--- src/logic/pmd_map.svh ---
// Purpose: Offsets, field positions, reset values and boundaries of the mode decoder
// Assumes: Included by the package and by the top module
// Notes: Byte addresses on a 32-bit slave, one word per register
`ifndef PMD_MAP_SVH
`define PMD_MAP_SVH
// ==========================================================
// Register offsets
`define PMD_CFG_OFS 4'h0
`define PMD_MEMCTL_OFS 4'h4
`define PMD_STATUS_OFS 4'h8
`define PMD_VARIANT_OFS 4'hC
// ==========================================================
// Reset values and masks
`define PMD_CFG_RST 8'h83
`define PMD_CFG_WMASK 8'h83
`define PMD_MEMCTL_RST 8'h00
`define PMD_MEMCTL_WMASK 8'h30
`define PMD_VARIANT_RST 8'h05
`define PMD_VARIANT_WMASK 8'h07
// ==========================================================
// Field positions
`define PMD_WAIT_EN_BIT 7
`define PMD_MODE_LSB 0
`define PMD_WCNT_LSB 4
`define PMD_EXT_BIT 0
`define PMD_SIZE_LSB 1
`define PMD_STAT_BUSY_BIT 2
// ==========================================================
// Mode codes
`define PMD_MODE_INT_ONLY 2'h3
`define PMD_MODE_EXT_ONLY 2'h2
`define PMD_MODE_BOOT_EXT 2'h1
`define PMD_MODE_EXTENDED 2'h0
// ==========================================================
// Flash sizes and address boundaries
`define PMD_SIZE_32K 2'h0
`define PMD_SIZE_64K 2'h1
`define PMD_SIZE_128K 2'h2
`define PMD_BOOT_SMALL 21'h0007FF
`define PMD_BOOT_LARGE 21'h0001FF
`define PMD_LIMIT_32K 21'h007FFF
`define PMD_LIMIT_64K 21'h00FFFF
`define PMD_LIMIT_128K 21'h01FFFF
`endif

--- src/logic/pmd_pkg.sv ---
// Purpose: Types shared by the mode decoder modules
// Assumes: Map header holds the mode codes; target, kind and wait-state codes are set here
// Notes: None
`include "pmd_map.svh"
package pmd_pkg;
  // ==========================================================
  // Types
  typedef enum logic [1:0] {
    internal_only_mode = `PMD_MODE_INT_ONLY,
    external_only_mode = `PMD_MODE_EXT_ONLY,
    boot_block_external_mode = `PMD_MODE_BOOT_EXT,
    extended_internal_external_mode = `PMD_MODE_EXTENDED
  } pmd_mode_t;
  typedef enum logic [1:0] {
    tgt_none = 2'h0,
    tgt_internal = 2'h1,
    tgt_external = 2'h2,
    tgt_zero = 2'h3
  } pmd_target_t;
  typedef enum logic [1:0] {
    kind_fetch = 2'h0,
    kind_table_read = 2'h1,
    kind_table_write = 2'h2
  } pmd_kind_t;
  typedef enum logic [1:0] {
    w_idle = 2'h0,
    w_hold = 2'h1
  } pmd_wstate_t;
endpackage

--- src/logic/pmd_wait_if.sv ---
// Purpose: Carries a wait-state request from the decoder to its timer
// Assumes: Single clock
// Notes: None
interface pmd_wait_if;
  logic start;
  logic [1:0] count;
  logic busy;
  modport ctrl (output start, output count, input busy);
  modport timer (input start, input count, output busy);
endinterface

--- src/logic/pmd_wait.sv ---
// Purpose: Counts external-bus wait states for one access
// Assumes: No start arrives while busy
// Notes: Busy stands for exactly count cycles after the start edge
module pmd_wait
  import pmd_pkg::*;
(
  input wire logic clk,
  input wire logic rst_n,
  pmd_wait_if.timer w
);
  pmd_wstate_t state_q, state_d;
  logic [1:0] cnt_q, cnt_d;
  logic busy_q, busy_d;

  // ==========================================================
  // Next state
  always_comb begin
    state_d = state_q;
    cnt_d = cnt_q;
    case (state_q)
      w_idle: begin
        if (w.start && (w.count != 2'h0)) begin
          state_d = w_hold;
          cnt_d = w.count - 2'h1;
        end
      end
      w_hold: begin
        if (cnt_q == 2'h0) begin
          state_d = w_idle;
        end else begin
          cnt_d = cnt_q - 2'h1;
        end
      end
      default: state_d = w_idle;
    endcase
    busy_d = (state_d == w_hold);
  end

  always_ff @(posedge clk) begin
    if (!rst_n) begin
      state_q <= w_idle;
      cnt_q <= 2'h0;
      busy_q <= 1'b0;
    end else begin
      state_q <= state_d;
      cnt_q <= cnt_d;
      busy_q <= busy_d;
    end
  end

  assign w.busy = busy_q;
endmodule

--- src/logic/pmd_top.sv ---
// Purpose: Program-memory mode decode and address steering, register slave on Avalon-MM
// Assumes: Requester holds off new accesses while ext_wait is high
// Notes: Routing decision is registered; outputs follow the accepting edge
`include "pmd_map.svh"

// Contract
// - Mode field 11 internal-only, 10 external-only, 01 boot-block, 00 extended.
// - External-only mode sends all accesses out over a 21-bit linear space.
// - External-only mode ignores flash fully: no fetch, table read or write inside.
// - Boot-block mode serves addresses up to the boot boundary inside, rest outside.
// - Internal-only mode uses flash; reads above the flash limit return zeros.
// - Extended mode maps all flash from zero, higher addresses go outside.
// - Mixed modes switch between memories by address with no software action.
// - Data RAM and data EEPROM access stays intact in every mode.
// - Parts without an external bus run internal-only whatever the field holds.
// - Wait enable bit 7 set means no waits; clear uses the programmed count.
// - Configuration bits 6 to 2 read as zero.
// - Wait enable and mode bits come up as ones, internal-only with no waits.
module pmd_top
  import pmd_pkg::*;
(
  input wire logic clk,
  input wire logic rst_n,
  input wire logic [3:0] avs_address,
  input wire logic avs_read,
  input wire logic avs_write,
  input wire logic [31:0] avs_writedata,
  input wire logic [3:0] avs_byteenable,
  output logic [31:0] avs_readdata,
  output logic avs_waitrequest,
  input wire logic acc_valid,
  input wire logic [1:0] acc_kind,
  input wire logic [20:0] acc_addr,
  input wire logic data_req,
  output logic int_req,
  output logic ext_req,
  output logic zero_fill,
  output logic mem_write,
  output logic [20:0] mem_addr,
  output logic ext_wait,
  output logic data_ack
);
  // ==========================================================
  // Declarations
  logic [7:0] cfg_q, cfg_d;
  logic [7:0] memctl_q, memctl_d;
  logic [7:0] variant_q, variant_d;
  logic waitreq_q, waitreq_d;
  logic [31:0] rdata_q, rdata_d;
  logic int_req_q, int_req_d;
  logic ext_req_q, ext_req_d;
  logic zero_q, zero_d;
  logic write_q, write_d;
  logic [20:0] addr_q, addr_d;
  logic data_ack_q, data_ack_d;
  logic has_ext;
  logic [1:0] size_sel;
  logic [1:0] wait_cnt;
  logic accept;
  logic is_write;
  logic bus_commit;
  pmd_mode_t eff_mode;
  pmd_target_t tgt;
  pmd_wait_if wif ();

  // ==========================================================
  // Boundary functions
  function automatic logic [20:0] flash_limit(input logic [1:0] size);
    logic [20:0] lim;
    lim = `PMD_LIMIT_128K;
    if (size == `PMD_SIZE_32K) begin
      lim = `PMD_LIMIT_32K;
    end else if (size == `PMD_SIZE_64K) begin
      lim = `PMD_LIMIT_64K;
    end
    return lim;
  endfunction

  function automatic logic [20:0] boot_limit(input logic [1:0] size);
    logic [20:0] lim;
    lim = `PMD_BOOT_LARGE;
    if (size == `PMD_SIZE_32K) begin
      lim = `PMD_BOOT_SMALL;
    end
    return lim;
  endfunction

  // Address compare against the selected mode's map
  function automatic pmd_target_t route(input pmd_mode_t mode, input logic [1:0] size,
                                        input logic [20:0] addr, input logic wr);
    pmd_target_t t;
    t = tgt_none;
    case (mode)
      external_only_mode: t = tgt_external;
      boot_block_external_mode: begin
        t = (addr <= boot_limit(size)) ? tgt_internal : tgt_external;
      end
      extended_internal_external_mode: begin
        t = (addr <= flash_limit(size)) ? tgt_internal : tgt_external;
      end
      default: begin
        // Writes above flash go nowhere; reads return a no-operation word
        if (addr <= flash_limit(size)) begin
          t = tgt_internal;
        end else begin
          t = wr ? tgt_none : tgt_zero;
        end
      end
    endcase
    return t;
  endfunction

  // ==========================================================
  // Mode and wait decode
  always_comb begin
    has_ext = variant_q[`PMD_EXT_BIT];
    size_sel = variant_q[`PMD_SIZE_LSB +: 2];
    // Bus-less parts ignore the field entirely
    eff_mode = has_ext ? pmd_mode_t'(cfg_q[`PMD_MODE_LSB +: 2])
                       : internal_only_mode;
    wait_cnt = cfg_q[`PMD_WAIT_EN_BIT] ? 2'h0 : memctl_q[`PMD_WCNT_LSB +: 2];
    is_write = (acc_kind == kind_table_write);
    accept = acc_valid && !wif.busy;
    tgt = route(eff_mode, size_sel, acc_addr, is_write);
  end

  assign wif.start = accept && (tgt == tgt_external);
  assign wif.count = wait_cnt;

  pmd_wait u_wait (
    .clk(clk),
    .rst_n(rst_n),
    .w(wif)
  );

  // ==========================================================
  // Steering outputs
  always_comb begin
    int_req_d = accept && (tgt == tgt_internal);
    ext_req_d = accept && (tgt == tgt_external);
    zero_d = accept && (tgt == tgt_zero);
    write_d = accept && is_write && (tgt != tgt_none);
    addr_d = accept ? acc_addr : addr_q;
    // Data side never depends on the program map
    data_ack_d = data_req;
  end

  always_ff @(posedge clk) begin
    if (!rst_n) begin
      int_req_q <= 1'b0;
      ext_req_q <= 1'b0;
      zero_q <= 1'b0;
      write_q <= 1'b0;
      addr_q <= 21'h000000;
      data_ack_q <= 1'b0;
    end else begin
      int_req_q <= int_req_d;
      ext_req_q <= ext_req_d;
      zero_q <= zero_d;
      write_q <= write_d;
      addr_q <= addr_d;
      data_ack_q <= data_ack_d;
    end
  end

  // ==========================================================
  // Register slave
  // One wait cycle per access keeps read data a clean flop output
  always_comb begin
    waitreq_d = !((avs_read || avs_write) && waitreq_q);
    bus_commit = avs_write && !waitreq_q;
    cfg_d = cfg_q;
    memctl_d = memctl_q;
    variant_d = variant_q;
    rdata_d = rdata_q;
    if (bus_commit && avs_byteenable[0]) begin
      if (avs_address == `PMD_CFG_OFS) begin
        cfg_d = avs_writedata[7:0] & `PMD_CFG_WMASK;
      end else if (avs_address == `PMD_MEMCTL_OFS) begin
        memctl_d = avs_writedata[7:0] & `PMD_MEMCTL_WMASK;
      end else if (avs_address == `PMD_VARIANT_OFS) begin
        variant_d = avs_writedata[7:0] & `PMD_VARIANT_WMASK;
      end
    end
    if (avs_read && waitreq_q) begin
      rdata_d = 32'h00000000;
      if (avs_address == `PMD_CFG_OFS) begin
        rdata_d[7:0] = cfg_q & `PMD_CFG_WMASK;
      end else if (avs_address == `PMD_MEMCTL_OFS) begin
        rdata_d[7:0] = memctl_q;
      end else if (avs_address == `PMD_STATUS_OFS) begin
        rdata_d[1:0] = eff_mode;
        rdata_d[`PMD_STAT_BUSY_BIT] = wif.busy;
        rdata_d[`PMD_WCNT_LSB +: 2] = wait_cnt;
      end else if (avs_address == `PMD_VARIANT_OFS) begin
        rdata_d[7:0] = variant_q;
      end
    end
  end

  always_ff @(posedge clk) begin
    if (!rst_n) begin
      cfg_q <= `PMD_CFG_RST;
      memctl_q <= `PMD_MEMCTL_RST;
      variant_q <= `PMD_VARIANT_RST;
      waitreq_q <= 1'b1;
      rdata_q <= 32'h00000000;
    end else begin
      cfg_q <= cfg_d;
      memctl_q <= memctl_d;
      variant_q <= variant_d;
      waitreq_q <= waitreq_d;
      rdata_q <= rdata_d;
    end
  end

  assign avs_readdata = rdata_q;
  assign avs_waitrequest = waitreq_q;
  assign int_req = int_req_q;
  assign ext_req = ext_req_q;
  assign zero_fill = zero_q;
  assign mem_write = write_q;
  assign mem_addr = addr_q;
  assign ext_wait = wif.busy;
  assign data_ack = data_ack_q;
endmodule

--- config.mk ---
export PLATFORM = sky130hd
export DESIGN_NAME = pmd_top
export DESIGN_NICKNAME = d
export VERILOG_FILES = /design/src/logic/pmd_pkg.sv /design/src/logic/pmd_wait_if.sv /design/src/logic/pmd_wait.sv /design/src/logic/pmd_top.sv
export VERILOG_INCLUDE_DIRS = /design/src /design/src/logic
export SDC_FILE = /design/constraint.sdc
export NUM_CORES = 1
export LEC_CHECK = 0
export BUFFER_PORTS_ARGS = -buffer_cell sky130_fd_sc_hd__buf_4
export CORE_ASPECT_RATIO = 1.5
export CORE_UTILIZATION = 39
export CTS_CLUSTER_SIZE = 25
export DETAILED_ROUTE_END_ITERATION = 10
export PLACE_DENSITY = 0.76
export SYNTH_ARGS = -nofsm -noshare
export SYNTH_HDL_FRONTEND = slang
export SYNTH_SLANG_ARGS = --single-unit
--- constraint.sdc ---
create_clock -name clk -period 2.05 [get_ports clk]
set_input_delay 0.1025 -clock clk [delete_from_list [all_inputs] [get_ports clk]]
set_output_delay 0.1025 -clock clk [all_outputs]
set_load 0.02 [all_outputs]
==> run_summary.xml <==
<?xml version="1.0" encoding="UTF-8"?>
<metrics>
  <group name="sta">
    <metric name="timing.final.max_slew_violations" unit="">0</metric>
    <metric name="hold_viol" unit="">0</metric>
    <metric name="grt_setup_unrepaired" unit="">true</metric>
    <metric name="finalSetupViolations" unit="">0</metric>
    <metric name="highest_clock_rate" unit="GHz">0.4970</metric>
    <metric name="final_critical_path_setup_slack" unit="ns">0.03788</metric>
    <metric name="timing.final.crit_share" unit="%">98.15</metric>
    <metric name="finClkSkew" unit="ns">0.01217</metric>
    <metric name="period_minus_ws_final" unit="ns">2.012</metric>
  </group>
  <group name="power">
    <metric name="power.density_cell_area" unit="nW/µm²">626.8</metric>
    <metric name="finalPower" unit="W">0.001808</metric>
    <metric name="total_leakage_power" unit="nW">1.291</metric>
    <metric name="vdd.ir_drop.worst" unit="µV">349.0</metric>
  </group>
  <group name="global_routing">
    <metric name="grt_antenna_before_repair" unit="">0</metric>
    <metric name="maximum_number_of_pins_on_one_net_before_global_route_repair" unit="">46</metric>
    <metric name="grt_pass1_vias" unit="">1766</metric>
    <metric name="grt_usage" unit="%">16.98</metric>
    <metric name="gr-total-overflow" unit="">0</metric>
    <metric name="grt_first_pass_wirelength" unit="µm">7879</metric>
  </group>
  <group name="floorplan">
    <metric name="rows" unit="">33</metric>
    <metric name="pin_count" unit="">129</metric>
    <metric name="initial_core_util" unit="%">40.27</metric>
    <metric name="design.die.area" unit="µm²">5938</metric>
    <metric name="die_w" unit="µm">63.25</metric>
    <metric name="die_h" unit="µm">93.88</metric>
    <metric name="core-area" unit="µm²">5450</metric>
  </group>
  <group name="clock_network">
    <metric name="cts-htree-levels" unit="">2</metric>
    <metric name="ctsLongestPathBuffers" unit="">2</metric>
    <metric name="number_of_buffers_created_by_cts" unit="">5</metric>
    <metric name="clk-insertion-delay-late" unit="ns">0.30</metric>
    <metric name="tritoncts" unit="">yes</metric>
    <metric name="worst_setup_hold_path_clk_slew" unit="ns">0.09</metric>
    <metric name="clock_sink_count" unit="">46</metric>
    <metric name="cts-root-buf" unit="">clkbuf_8</metric>
  </group>
  <group name="yosys">
    <metric name="yosysWarningCount" unit="">0</metric>
    <metric name="synthDistinctLibCells" unit="">38</metric>
    <metric name="ys_seq_area_share" unit="%">41.96</metric>
    <metric name="ys_dominant_reg_cell" unit="">dfxtp_1</metric>
    <metric name="ys_ff_latch" unit="">46</metric>
    <metric name="netlist_instances" unit="">254</metric>
    <metric name="synth.avg_cell_area" unit="µm²">8.640</metric>
    <metric name="syn_area" unit="µm²">2195</metric>
    <metric name="synthArstFlopShare" unit="%">0</metric>
    <metric name="synth-edff-count" unit="">0</metric>
  </group>
  <group name="finish">
    <metric name="growth_of_design_area_from_synthesis_to_finish" unit="%">31.41</metric>
    <metric name="fin_nets" unit="">402</metric>
    <metric name="diodes_inserted" unit="">0</metric>
    <metric name="finalNonFillerCells" unit="">402</metric>
    <metric name="layout.area.seq" unit="µm²">922.1</metric>
    <metric name="nFillCells" unit="">540</metric>
    <metric name="multiInputGateArea" unit="µm²">1150</metric>
    <metric name="drive_gt1_share" unit="%">30.42</metric>
  </group>
  <group name="setup_path">
    <metric name="crit_required" unit="ns">2.27</metric>
    <metric name="cp_max_fo" unit="">4</metric>
    <metric name="worst_setup_path_start_kind" unit="">register</metric>
    <metric name="crit_type" unit="">reg -&gt; reg</metric>
    <metric name="timing.critical_path.to_type" unit="">register</metric>
    <metric name="rrSetupSlack" unit="ns">0.04</metric>
    <metric name="critical_path.reg2reg.startpoint" unit="">variant_q[2]$_SDFFE_PN1P_</metric>
    <metric name="cp.arrival" unit="ns">2.24</metric>
    <metric name="critPathLaunch" unit="">variant_q[2]$_SDFFE_PN1P_</metric>
  </group>
  <group name="routing">
    <metric name="drt_pre_antenna_iters" unit="">4</metric>
    <metric name="detail_route.wirelength" unit="µm">4905</metric>
    <metric name="route.detailed.drc" unit="">0</metric>
    <metric name="drt_first_iter_violations" unit="">158</metric>
    <metric name="final_antenna_net_count" unit="">0</metric>
    <metric name="drt-vias-per-instance" unit="">4.769</metric>
    <metric name="route.detailed.wl_per_inst" unit="µm">12.20</metric>
    <metric name="vias" unit="">1917</metric>
  </group>
  <group name="place">
    <metric name="dp.final_hpwl" unit="µm">3570</metric>
    <metric name="place_inst" unit="">390</metric>
    <metric name="place_worst_setup_slack" unit="ns">-0.07233</metric>
    <metric name="port_buffers" unit="">73</metric>
    <metric name="finalWeightedCongestion" unit="">0.7975</metric>
  </group>
  <group name="hold_path">
    <metric name="hold_path.class" unit="">in -&gt; reg</metric>
    <metric name="worst_hold_startpoint" unit="">avs_writedata[7]</metric>
  </group>
  <group name="job">
    <metric name="maxCapViolCount" unit="">0</metric>
  </group>
  <group name="outcome">
    <metric name="run_status" unit="">complete, no violations</metric>
  </group>
</metrics>
-- final timing paths --
| kind | end | depth (start not counted) |
|---|---|---|
| worst max register to register | u_wait.cnt_q[1]$_SDFFE_PN0P_ | 8 |
| worst min-delay path | cfg_q[7]$_SDFFE_PN1P_ | 3 |
| worst min register to register | mem_addr[3]$_SDFFE_PN0P_ | 2 |
| worst max-delay path | u_wait.cnt_q[1]$_SDFFE_PN0P_ | 8 |
-- critical path, cell delays in order, from the launching register on --
cell and delay, ns:
dfxtp_2 0.34, inv_2 0.04, ha_4 0.23, and4bb_2 0.25, a2111oi_4 0.29, a21oi_2 0.11, o32ai_2 0.26, o22a_2 0.24
mux2i_1 0.18
-- kinds of logic (layout without fill, tap and decap cells) --
| logic type | Yosys count | after routing | synth area share (%) |
|---|---|---|---|
| compound gates | 43 | 43 | 15.56 |
| xor+xnor | 2 | 2 | 0.7983 |
| mux | 11 | 11 | 5.074 |
| buf+inv | 41 | 93 | 11.46 |
| flops | 46 | 46 | 41.96 |
| fa+ha+maj | 2 | 2 | 1.140 |
| simple gates | 108 | 108 | 23.83 |
| other cells | 1 | 27 | 0.1709 |
-- stage by stage --
step | setup TNS (ns) | hold WS, ns | utilization [%] | instance area, µm²
2_1_floorplan | 0 | 0.2184 | - | 2292
3_3_place_gp | -0.04866 | 0.3097 | 49.93 | 2721
3_5_place_dp | -0.1430 | 0.3155 | 49.93 | 2721
4_1_cts | -0.03015 | 0.006254 | 52.50 | 2861
5_1_grt | -0.2793 | 0.01633 | 52.92 | 2884
6_report | 0 | 0.01440 | 52.92 | 2884
-- report_power, final --
group	leakage (nW)	total, W	internal, W	switching [W]
Clock	0.0472	0.000577	0.000271	0.000305
Combinational	0.868	0.000293	0.000124	0.000170
Sequential	0.376	0.000938	0.000923	0.0000152
-- per-layer routing --
layer  share of wire [%]  track usage [%]  vias to the layer above  routed length, µm
li1                    -                -                      960                  -
met1                  39            18.46                      876               1936
met2                  54            31.63                       72               2628
met3                 4.8            3.398                        9                237
met4                 2.1            6.818                        0                102
met5                   0                0                        -                  0
-- final cells by class --
type,instances,area share (%)
Inverter,4,0.5206
Clock buffer,6,2.863
Clock inverter,2,0.4338
Sequential cell,46,31.97
Timing Repair Buffer,81,21.30
Multi-Input combinational cell,193,39.87
Tap cell,70,3.037
-- Yosys cell counts (2+ instances only) --
cell | n | area (µm²)
a21boi_0 | 19 | 142.6
a21boi_1 | 3 | 22.52
a22oi_1 | 4 | 30.03
a31oi_1 | 3 | 18.77
and2_1 | 3 | 18.77
buf_4 | 26 | 195.2
clkbuf_1 | 11 | 41.29
dfxtp_1 | 46 | 920.9
ha_1 | 2 | 25.02
inv_1 | 4 | 15.01
mux2i_1 | 10 | 100.1
nand2_1 | 60 | 225.2
nand2b_1 | 3 | 18.77
nand3_1 | 4 | 20.02
nand4_1 | 4 | 25.02
nor2_1 | 4 | 15.01
nor2b_1 | 14 | 87.58
nor3_1 | 5 | 25.02
nor3b_1 | 2 | 15.01
nor4_1 | 3 | 18.77
o211ai_1 | 4 | 30.03
o21ai_0 | 3 | 15.01
xnor2_1 | 2 | 17.52
-- registers in the layout, summed over array words and instances, names as in the netlist, 2 cells and up --
signal and count:
avs_readdata 6, mem_addr 21, cfg_q 3, variant_q 3
u_wait.cnt_q 2, memctl_q 2, u_wait.state_q 2
-- timing repair --
item	4_1_cts	5_1_grt
endpoints found under the hold margin	1	0
buffers inserted	2	2
pin swaps	5	3
hold buffers	1	0
resized for setup	5	3
endpoints found under the setup margin	3	6
gates cloned	0	0
-- layout by cell type, fill, tap and decap left out, types with 4 or more instances in the layout --
cell type,netlist,routed
a22oi_1,4,4
mux2i_1,10,10
nand3_1,4,4
dfxtp_1,46,45
nor2_1,4,4
clkbuf_8,0,6
buf_4,26,79
nor3_1,5,5
a21boi_0,19,19
nor2b_1,14,14
o211ai_1,4,4
conb_1,1,27
nand4_1,4,4
nand2_1,60,60
Note: power is estimated with default switching activity, not from simulation.
